**src/rtl/bhr_defs.svh**
```systemverilog
`ifndef BHR_DEFS_SVH
`define BHR_DEFS_SVH
`define BHR_START_MARK   8'h3A
`define BHR_TYPE_DATA    8'h00
`define BHR_TYPE_END     8'h01
`define BHR_TYPE_EXT     8'h02
`define BHR_EXT_LEN      8'h02
`define BHR_END_LEN      8'h00
`define BHR_SEG_LIMIT    16'h2000
`define BHR_CMD_ERASE    8'hF0
`define BHR_CMD_WRITE    8'h30
`define BHR_CMD_READ     8'h40
`define BHR_CMD_RAM      8'h60
`define BHR_CMD_ID       8'hC0
`define BHR_CMD_STATUS   8'hC3
`define BHR_ID_FIRST     8'h09
`define BHR_ID_LAST      8'h12
`define BHR_ST_FIRST     8'h09
`define BHR_ST_LAST      8'h0C
`define BHR_FIFO_DEPTH   4
`endif

```
**src/rtl/bhr_pkg.sv**
```systemverilog
`default_nettype none
package bhr_pkg;
    typedef enum logic [7:0] {
        BHR_WAIT_MARK = 8'b0000_0001,
        BHR_LEN       = 8'b0000_0010,
        BHR_ADDR_HI   = 8'b0000_0100,
        BHR_ADDR_LO   = 8'b0000_1000,
        BHR_TYPE      = 8'b0001_0000,
        BHR_PAYLOAD   = 8'b0010_0000,
        BHR_CSUM      = 8'b0100_0000,
        BHR_IDLE      = 8'b1000_0000
    } bhr_state_e;

    typedef struct packed {
        logic [7:0]  data;
        logic [15:0] addr;
        logic [15:0] seg;
    } bhr_rec_s;

    typedef struct packed {
        logic [7:0] data;
        logic       last;
    } bhr_tx_s;
endpackage
`default_nettype wire
```
**src/rtl/bhr_fifo.sv**
```systemverilog
`timescale 1ns/100ps
`default_nettype none
module bhr_fifo #(
    parameter int WIDTH = 8,
    parameter int DEPTH = 4
) (
    // Clock and reset
    input  wire logic             clk_sys_in,
    input  wire logic             rst_n_in,
    // Fill side
    input  wire logic             wr_valid_in,
    output logic                  wr_ready_out,
    input  wire logic [WIDTH-1:0] wr_data_in,
    // Drain side
    output logic                  rd_valid_out,
    input  wire logic             rd_ready_in,
    output logic [WIDTH-1:0]      rd_data_out
);
    localparam int AW = $clog2(DEPTH);
    logic [WIDTH-1:0] mem_q [DEPTH];
    logic [AW-1:0]    wp_q;
    logic [AW-1:0]    rp_q;
    logic [AW:0]      cnt_q;
    logic             push;
    logic             pop;

    assign wr_ready_out = (cnt_q != DEPTH[AW:0]);
    assign rd_valid_out = (cnt_q != '0);
    assign push         = wr_valid_in && wr_ready_out;
    assign pop          = rd_valid_out && rd_ready_in;
    assign rd_data_out  = mem_q[rp_q];

    always_ff @(posedge clk_sys_in)
    begin
        if (push)
        begin
            mem_q[wp_q] <= wr_data_in;
        end
    end

    always_ff @(posedge clk_sys_in)
    begin
        if (!rst_n_in)
        begin
            wp_q  <= '0;
            rp_q  <= '0;
            cnt_q <= '0;
        end
        else
        begin
            if (push)
            begin
                wp_q <= (wp_q == AW'(DEPTH - 1)) ? '0 : wp_q + 1'b1;
            end
            if (pop)
            begin
                rp_q <= (rp_q == AW'(DEPTH - 1)) ? '0 : rp_q + 1'b1;
            end
            cnt_q <= cnt_q + {{AW{1'b0}}, push} - {{AW{1'b0}}, pop};
        end
    end
endmodule
`default_nettype wire

```
**src/rtl/bhr_framer.sv**
```systemverilog
`timescale 1ns/100ps
`default_nettype none
`include "bhr_defs.svh"
module bhr_framer (
    // Clock and reset
    input  wire logic                  clk_sys_in,
    input  wire logic                  rst_n_in,
    // Command start from the loader sequencer
    input  wire logic                  cmd_start_in,
    input  wire logic [7:0]            cmd_code_in,
    // Received serial bytes
    input  wire logic                  rx_valid_in,
    input  wire logic [7:0]            rx_data_in,
    input  wire logic                  rx_error_in,
    output logic                       rx_ready_out,
    // Memory or response bytes to sum (erase, write, read, ID, status)
    input  wire logic                  mem_valid_in,
    input  wire logic [7:0]            mem_data_in,
    input  wire logic                  mem_in_range_in,
    input  wire logic                  resp_valid_in,
    input  wire logic [7:0]            resp_data_in,
    // Parsed payload bytes toward memory
    output logic                       pay_valid_out,
    input  wire logic                  pay_ready_in,
    output bhr_pkg::bhr_rec_s          pay_out,
    // End of a record stream
    output logic                       end_rec_out,
    // Checksum send request and bytes
    input  wire logic                  sum_send_in,
    output logic                       tx_valid_out,
    input  wire logic                  tx_ready_in,
    output bhr_pkg::bhr_tx_s           tx_out,
    // Status
    output logic                       idle_out,
    output logic [15:0]                sum_out
);
    bhr_pkg::bhr_state_e state_q;
    logic [7:0]          cmd_q;
    logic                parse_q;
    logic [7:0]          len_q;
    logic [7:0]          cnt_q;
    logic [7:0]          type_q;
    logic [15:0]         addr_q;
    logic [15:0]         seg_q;
    logic [15:0]         ext_q;
    logic                seg_bad_q;
    logic [7:0]          rsum_q;
    logic [15:0]         acc_q;
    logic [7:0]          resp_idx_q;
    logic [1:0]          tx_cnt_q;
    logic                end_q;
    logic                take;
    logic                fmt_err;
    logic                fifo_ready;
    logic [7:0]          rsum_next;
    bhr_pkg::bhr_rec_s   push_rec;
    logic                push_v;

    function automatic logic is_record_cmd(input logic [7:0] c);
        // Records carry data only for flash write and RAM loader
        return (c == `BHR_CMD_WRITE) || (c == `BHR_CMD_RAM);
    endfunction

    // Header checks made as the type byte arrives
    function automatic logic hdr_bad(input logic [7:0] t, l,
                                     input logic [15:0] a, input logic sb);
        return !(t inside {`BHR_TYPE_DATA, `BHR_TYPE_END, `BHR_TYPE_EXT}) ||
               (t == `BHR_TYPE_EXT && (l != `BHR_EXT_LEN || a != 16'h0000)) ||
               (t == `BHR_TYPE_END && l != `BHR_END_LEN) ||
               (t == `BHR_TYPE_DATA && (sb || l == 8'h00));
    endfunction

    // Stall the receiver while the payload FIFO is full
    assign rx_ready_out = fifo_ready && (state_q != bhr_pkg::BHR_IDLE);
    assign take         = rx_valid_in && rx_ready_out && parse_q;
    assign rsum_next    = rsum_q + rx_data_in;
    assign idle_out     = (state_q == bhr_pkg::BHR_IDLE);
    assign sum_out      = acc_q;
    assign end_rec_out  = end_q;

    assign fmt_err = take &&
                     ((state_q == bhr_pkg::BHR_TYPE &&
                       hdr_bad(rx_data_in, len_q, addr_q, seg_bad_q)) ||
                      (state_q == bhr_pkg::BHR_CSUM && rsum_next != 8'h00));

    always_ff @(posedge clk_sys_in)
    begin
        if (!rst_n_in)
        begin
            cmd_q   <= 8'h00;
            parse_q <= 1'b0;
        end
        else if (cmd_start_in && state_q != bhr_pkg::BHR_IDLE)
        begin
            cmd_q   <= cmd_code_in;
            parse_q <= is_record_cmd(cmd_code_in);
        end
    end

    always_ff @(posedge clk_sys_in)
    begin
        if (!rst_n_in)
        begin
            state_q <= bhr_pkg::BHR_WAIT_MARK;
        end
        else if (state_q == bhr_pkg::BHR_IDLE)
        begin
            state_q <= bhr_pkg::BHR_IDLE;
        end
        else if ((rx_error_in && rx_valid_in) || fmt_err)
        begin
            state_q <= bhr_pkg::BHR_IDLE;
        end
        else if (cmd_start_in)
        begin
            state_q <= bhr_pkg::BHR_WAIT_MARK;
        end
        else if (take)
        begin
            case (state_q)
                bhr_pkg::BHR_WAIT_MARK:
                begin
                    if (rx_data_in == `BHR_START_MARK)
                    begin
                        state_q <= bhr_pkg::BHR_LEN;
                    end
                end
                bhr_pkg::BHR_LEN:     state_q <= bhr_pkg::BHR_ADDR_HI;
                bhr_pkg::BHR_ADDR_HI: state_q <= bhr_pkg::BHR_ADDR_LO;
                bhr_pkg::BHR_ADDR_LO: state_q <= bhr_pkg::BHR_TYPE;
                bhr_pkg::BHR_TYPE:
                begin
                    state_q <= (len_q == 8'h00) ? bhr_pkg::BHR_CSUM
                                                : bhr_pkg::BHR_PAYLOAD;
                end
                bhr_pkg::BHR_PAYLOAD:
                begin
                    if (cnt_q == len_q - 8'h01)
                    begin
                        state_q <= bhr_pkg::BHR_CSUM;
                    end
                end
                bhr_pkg::BHR_CSUM:    state_q <= bhr_pkg::BHR_WAIT_MARK;
                default:              state_q <= bhr_pkg::BHR_IDLE;
            endcase
        end
    end

    always_ff @(posedge clk_sys_in)
    begin
        if (!rst_n_in)
        begin
            len_q  <= 8'h00;
            addr_q <= 16'h0000;
            type_q <= 8'h00;
            cnt_q  <= 8'h00;
            rsum_q <= 8'h00;
        end
        else if (take)
        begin
            rsum_q <= (state_q == bhr_pkg::BHR_WAIT_MARK) ? 8'h00 : rsum_next;
            case (state_q)
                bhr_pkg::BHR_LEN:     len_q <= rx_data_in;
                bhr_pkg::BHR_ADDR_HI: addr_q[15:8] <= rx_data_in;
                bhr_pkg::BHR_ADDR_LO: addr_q[7:0] <= rx_data_in;
                bhr_pkg::BHR_TYPE:
                begin
                    type_q <= rx_data_in;
                    cnt_q  <= 8'h00;
                end
                bhr_pkg::BHR_PAYLOAD: cnt_q <= cnt_q + 8'h01;
                default:              cnt_q <= cnt_q;
            endcase
        end
    end

    always_ff @(posedge clk_sys_in)
    begin
        if (!rst_n_in)
        begin
            ext_q     <= 16'h0000;
            seg_q     <= 16'h0000;
            seg_bad_q <= 1'b0;
        end
        else if (take && state_q == bhr_pkg::BHR_PAYLOAD &&
                 type_q == `BHR_TYPE_EXT)
        begin
            ext_q <= {ext_q[7:0], rx_data_in};
        end
        // Segment takes effect only once its record checksum is good
        else if (take && state_q == bhr_pkg::BHR_CSUM &&
                 type_q == `BHR_TYPE_EXT && !fmt_err)
        begin
            seg_q     <= ext_q;
            seg_bad_q <= (ext_q > `BHR_SEG_LIMIT);
        end
        else if (cmd_start_in)
        begin
            seg_q     <= 16'h0000;
            seg_bad_q <= 1'b0;
        end
    end

    // Payload goes out before its checksum is seen; idle blocks the rest
    assign push_v = take && state_q == bhr_pkg::BHR_PAYLOAD &&
                    type_q == `BHR_TYPE_DATA;
    assign push_rec = '{data: rx_data_in,
                        addr: addr_q + {8'h00, cnt_q},
                        seg:  seg_q};

    bhr_fifo #(
        .WIDTH ($bits(bhr_pkg::bhr_rec_s)),
        .DEPTH (`BHR_FIFO_DEPTH)
    ) u_fifo (
        .clk_sys_in   (clk_sys_in),
        .rst_n_in     (rst_n_in),
        .wr_valid_in  (push_v),
        .wr_ready_out (fifo_ready),
        .wr_data_in   (push_rec),
        .rd_valid_out (pay_valid_out),
        .rd_ready_in  (pay_ready_in),
        .rd_data_out  (pay_out)
    );

    always_ff @(posedge clk_sys_in)
    begin
        if (!rst_n_in)
        begin
            end_q <= 1'b0;
        end
        else
        begin
            end_q <= take && state_q == bhr_pkg::BHR_CSUM &&
                     type_q == `BHR_TYPE_END && !fmt_err;
        end
    end

    always_ff @(posedge clk_sys_in)
    begin
        if (!rst_n_in)
        begin
            resp_idx_q <= 8'h00;
        end
        else if (cmd_start_in)
        begin
            resp_idx_q <= 8'h00;
        end
        else if (resp_valid_in && resp_idx_q != 8'hFF)
        begin
            resp_idx_q <= resp_idx_q + 8'h01;
        end
    end

    always_ff @(posedge clk_sys_in)
    begin
        if (!rst_n_in)
        begin
            acc_q <= 16'h0000;
        end
        else if (cmd_start_in)
        begin
            acc_q <= 16'h0000;
        end
        else
        begin
            case (cmd_q)
                `BHR_CMD_ID:
                begin
                    if (resp_valid_in && resp_idx_q + 8'h01 >= `BHR_ID_FIRST &&
                        resp_idx_q + 8'h01 <= `BHR_ID_LAST)
                    begin
                        acc_q <= acc_q + {8'h00, resp_data_in};
                    end
                end
                `BHR_CMD_STATUS:
                begin
                    if (resp_valid_in && resp_idx_q + 8'h01 >= `BHR_ST_FIRST &&
                        resp_idx_q + 8'h01 <= `BHR_ST_LAST)
                    begin
                        acc_q <= acc_q + {8'h00, resp_data_in};
                    end
                end
                `BHR_CMD_RAM:
                begin
                    if (push_v)
                    begin
                        acc_q <= acc_q + {8'h00, rx_data_in};
                    end
                end
                default:
                begin
                    if (mem_valid_in && mem_in_range_in)
                    begin
                        acc_q <= acc_q + {8'h00, mem_data_in};
                    end
                end
            endcase
        end
    end

    always_ff @(posedge clk_sys_in)
    begin
        if (!rst_n_in)
        begin
            tx_cnt_q <= 2'd0;
        end
        else if (state_q == bhr_pkg::BHR_IDLE)
        begin
            tx_cnt_q <= 2'd0;
        end
        else if (sum_send_in && tx_cnt_q == 2'd0)
        begin
            tx_cnt_q <= 2'd2;
        end
        else if (tx_valid_out && tx_ready_in)
        begin
            tx_cnt_q <= tx_cnt_q - 2'd1;
        end
    end

    assign tx_valid_out = (tx_cnt_q != 2'd0);
    assign tx_out = '{data: (tx_cnt_q == 2'd2) ? acc_q[15:8] : acc_q[7:0],
                      last: (tx_cnt_q == 2'd1)};
endmodule
`default_nettype wire

```
**config.mk**
```make
export PLATFORM = sky130hd
export DESIGN_NAME = bhr_framer
export DESIGN_NICKNAME = d
export VERILOG_FILES = /design/src/rtl/bhr_pkg.sv /design/src/rtl/bhr_fifo.sv /design/src/rtl/bhr_framer.sv
export VERILOG_INCLUDE_DIRS = /design/src /design/src/rtl
export SDC_FILE = /design/constraint.sdc
export NUM_CORES = 1
export LEC_CHECK = 0
export BUFFER_PORTS_ARGS = -buffer_cell sky130_fd_sc_hd__buf_2
export CAP_MARGIN = 40
export CORE_MARGIN = 4
export CORE_UTILIZATION = 60
export CTS_CLUSTER_SIZE = 16
export DETAILED_ROUTE_END_ITERATION = 10
export GPL_ROUTABILITY_DRIVEN = 1
export PLACE_DENSITY_LB_ADDON = 0.12
export SETUP_SLACK_MARGIN = 0.05
export SYNTH_ARGS = -nofsm -noshare
export SYNTH_HDL_FRONTEND = slang
export SYNTH_SLANG_ARGS = --single-unit
```
**constraint.sdc**
```tcl
create_clock -name clk_sys_in -period 8.71 [get_ports clk_sys_in]
set_input_delay 0 -clock clk_sys_in [delete_from_list [all_inputs] [get_ports clk_sys_in]]
set_output_delay 0 -clock clk_sys_in [all_outputs]
set_load 0.01 [all_outputs]
```
==> metrics.md <==
| Metric | Value |
|---|---|
| Number of enable flip-flop cells after synthesis | 160 |
| Largest buffer count on any clock path | 3 |
| Clock sink count | between 200 and 300 |
| Critical Path Source Type | flop |
| Hpwl dp | ~19 mm |
| Maximum net fanout on the critical path | 15 |
| Power density over cell area | a little under 200 nW/um^2 |
| DRC violation total after the first TritonRoute iteration | ~730 |
| Clock skew after layout | 0.0108 ns |
| Final hold violations | 0 |
| Slew at the pin closest to its max-slew limit | roughly 0.84 ns |
| Clock tree from TritonCTS | built |
| Critical Path Sink | sum_out[14] |
| Vias in the first global route | between 9000 and 10000 |
| Average wire per cell in the routed design | between 15 and 20 um |
| Wire length reported by the detailed router | roughly 30 mm |
| Height of the chip | about 160 um |
| Leakage power summed over all cells | 6.25 nW |
| Multiplexer fraction of the synthesized cell area | a little over a tenth |
| Number of warnings reported in the yosys synthesis log | 0 |
| Total of hold buffers inserted after clock tree synthesis | 26 |
| Fraction of the mapped netlist area in adder cells | 4.24% |
| Path class of the lowest-slack min-delay path | in -> reg |
| Root Driver | clkbuf_16 |
| Leading cell types by total area after synthesis | edfxtp_1 35%, dfxtp_1 20%, mux4_2 6.6% |
| Number of endpoints failing setup at the final stage | 0 |
| Worst-path clk slew | 0.06 ns |
| Worst-case register-to-register setup slack | 4.14 ns |
| Synthesized area per cell | between 10 and 15 um^2 |
| Peak Freq | around 220 MHz |
| Simple-Gate Fraction of Synth Area | about 16% |
| Number of antenna cells inserted | 0 |
| Setup TNS | 0 ns |
| Remaining DRCs | 0 |
| Final worst path period share | 52.4% |
| Maximum number of pins on one net before global-route repair | 90 |
| Count of cells resized by post-cts repair | 0 |
| Horiz. Die Dim | 159 um |
| Count of H-tree levels built during CTS | 1 |
| Area share of the largest cell type after synthesis | 35.1% |
| Rel. slew slack | 43.9% |
| RSZ-0062 raised after global routing | no |
| Global-route congestion overflow total | 0 |
| Compound-cell area share of the yosys netlist | a little over 9% |
| # IOs | around 110 |
| Path depth of the worst reg2reg path | 16 |
| Result of the run | finished clean |
| Library cell with the largest summed area after synthesis | edfxtp_1 |
| Launching instance or port of the critical path | cmd_q[2] |
| Layout net count | about 1400 |
| GR Util All Layers | a little under a quarter |
| Initial Util | around three fifths |
| Clock insertion delay at the later pin of the skew report | 0.54 ns |
| Peak supply drop | 0.121 mV |
| Share of synthesized flip-flops with an asynchronous set or reset | 0% |
| Area of the die | around 25000 um^2 |
| Nets in the synthesized netlist | roughly 1200 |
| Number of rows in the core area | 55 |
| Startpoint of the worst-slack reg-to-reg timing path | cmd_q[2] |
| Critical R2R Capture | sum_out[14] |
| Distinct cell type count of the synthesized netlist | 81 |
| Layout overhead on the synthesized area | 15.4% |
| Core utilization of the finished layout | roughly 70% |
| Sequential share of the synthesized area | a little over half |
| Kind of critical path | reg -> reg |
| First-pass GRT wire length | roughly 49 mm |
| Vias per Instance | around 5.9 |
| Fraction of layout instances using a drive strength above 1 | 18.9% |
| Number of detailed-route iterations in the first pass | 5 |
| Routability cong. | about 0.9 |
| Remaining antenna violation count | 0 |
| Critical path endpoint category | flop |
| Number of max-slew violations in the final report | 0 |
| Dominant combinational cell family by area after synthesis | simple AND/OR/NAND/NOR gates |
| Cts bufs inserted | 29 |
| Xor and xnor area share after synthesis | 2.91% |
| Gate count after technology mapping | ~1200 |
| Vias | approximately 9400 |
| Minimum clock period | between 4 and 5 ns |
| Count of maximum capacitance violations | 0 |
| Area inside the core boundary | 22600 um^2 |
| Number of I/O port buffers | 112 |
| Critical path data arrival time | about 5.0 ns |
| Data required time of the critical path | approximately 9.2 ns |
| Prevailing post-synth register cell | edfxtp_1 |
| Post-CTS setup buffers | 0 |
| Initial antenna violation count | 0 |
| Area of the mapped netlist | around 14000 um^2 |
| Synthesis-stage register bit count | between 200 and 300 |
==> worst min path at each step <==
stage | slack [ns] | to | depth (start not counted) | startpoint
floorplan | 0.1 | u_fifo.mem_q[0][32] | 0 | rx_data_in[0]
global placement | 0.29 | cmd_q[5] | 3 | cmd_code_in[5]
detailed placement | 0.29 | cmd_q[5] | 3 | cmd_code_in[5]
CTS | 0.01 | state_q[0] | 6 | rx_valid_in
global route | 0.06 | state_q[0] | 6 | rx_valid_in
finish | 0.04 | state_q[0] | 6 | rx_valid_in
==> power breakdown <==
| group | total (mW) | switching (mW) | internal [mW] |
|---|---|---|---|
| registers | 1.49 | 0.0194 | 1.47 |
| clock network | 1.34 | 0.513 | 0.826 |
| logic | 0.315 | 0.169 | 0.146 |
==> flip-flops by register name, indices dropped and copies added, names as in the netlist, 16 cells and up, named ones only <==
name and count:
addr_q 16, ext_q 16, seg_q 16, sum_out 16, u_fifo.mem_q 160
==> critical path, cell delays in order (launching register included) <==
cell and delay (ns):
dfxtp_1 0.32, or4b_1 0.61, nor3_4 0.62, nor2_1 0.28
nand2_1 0.13, nand2_1 0.06, dlygate4sd3_1 0.57, ha_1 0.22
inv_1 0.08, fa_1 0.21, nor2b_1 0.05, o21ai_0 0.15
nand2b_1 0.12, a311oi_1 0.60, nor2_1 0.13, a21bo_2 0.24
a21oi_1 0.11
==> routing by layer <==
metal / vias up / routed length [um] / GRT usage (%)
met5: - / 0 / 0
met4: 0 / 559 / 5.40
met3: 49 / 1560 / 3.31
met2: 264 / 14600 / 39.8
met1: 4565 / 13500 / 33.4
li1: 4508 / - / -
==> placed cells by master (no fill, tap or decap), types with 26 or more instances in the layout <==
cell type / instances
a21boi_0: 43
clkbuf_16: 29
dlygate4sd3_1: 26
mux2i_1: 48
ha_1: 40
inv_1: 33
nor2_1: 64
nor2b_1: 40
mux4_2: 40
dfxtp_1: 132
nand2_1: 160
buf_2: 112
nand3_1: 38
a21oi_1: 29
o21ai_0: 30
edfxtp_1: 160
==> layout make-up <==
cell class | count | area, um^2
clock buffers | 36 | 762
clock inverters | 16 | 263
fillers | 1596 | 6760
inverters | 33 | 124
multi-input cells | 779 | 5830
flip-flops and latches | 294 | 7490
well taps | 285 | 357
repair buffers | 151 | 991
==> stage by stage <==
step                instance area, um^2  power (mW)  setup slack, ns  instances  hold slack [ns]
finish                            15800        3.14             4.14       1594           0.0440
global route                      15800        3.26             3.93       1594           0.0642
CTS                               15800        3.17             4.17       1594           0.0101
floorplan                         13700        1.73             5.09       1161           0.0989
global placement                  14400        1.82             4.65       1510            0.295
detailed placement                14500        1.83             4.58       1516            0.291
==> Yosys cell counts, drive strengths merged, types with 24 or more instances <==
cell	instances
nand2	160
a21oi	29
nor2b	40
nor3	24
edfxtp	160
o21ai	32
ha	40
clkbuf	31
buf	24
dfxtp	134
nand3	38
mux4	40
mux2i	48
a21boi	43
xnor2	25
nor2	65
inv	33
==> cell families (layout without fill, tap and decap cells) <==
group	Yosys count	in the layout
and+or+nand+nor	421	421
DFF	294	294
AOI/OAI and AO/OA	175	175
muxes	95	95
buffers and inverters	88	236
adders and majority gates	44	44
xor gates and xnor gates	44	44
Power figures use the tool's default switching activity.
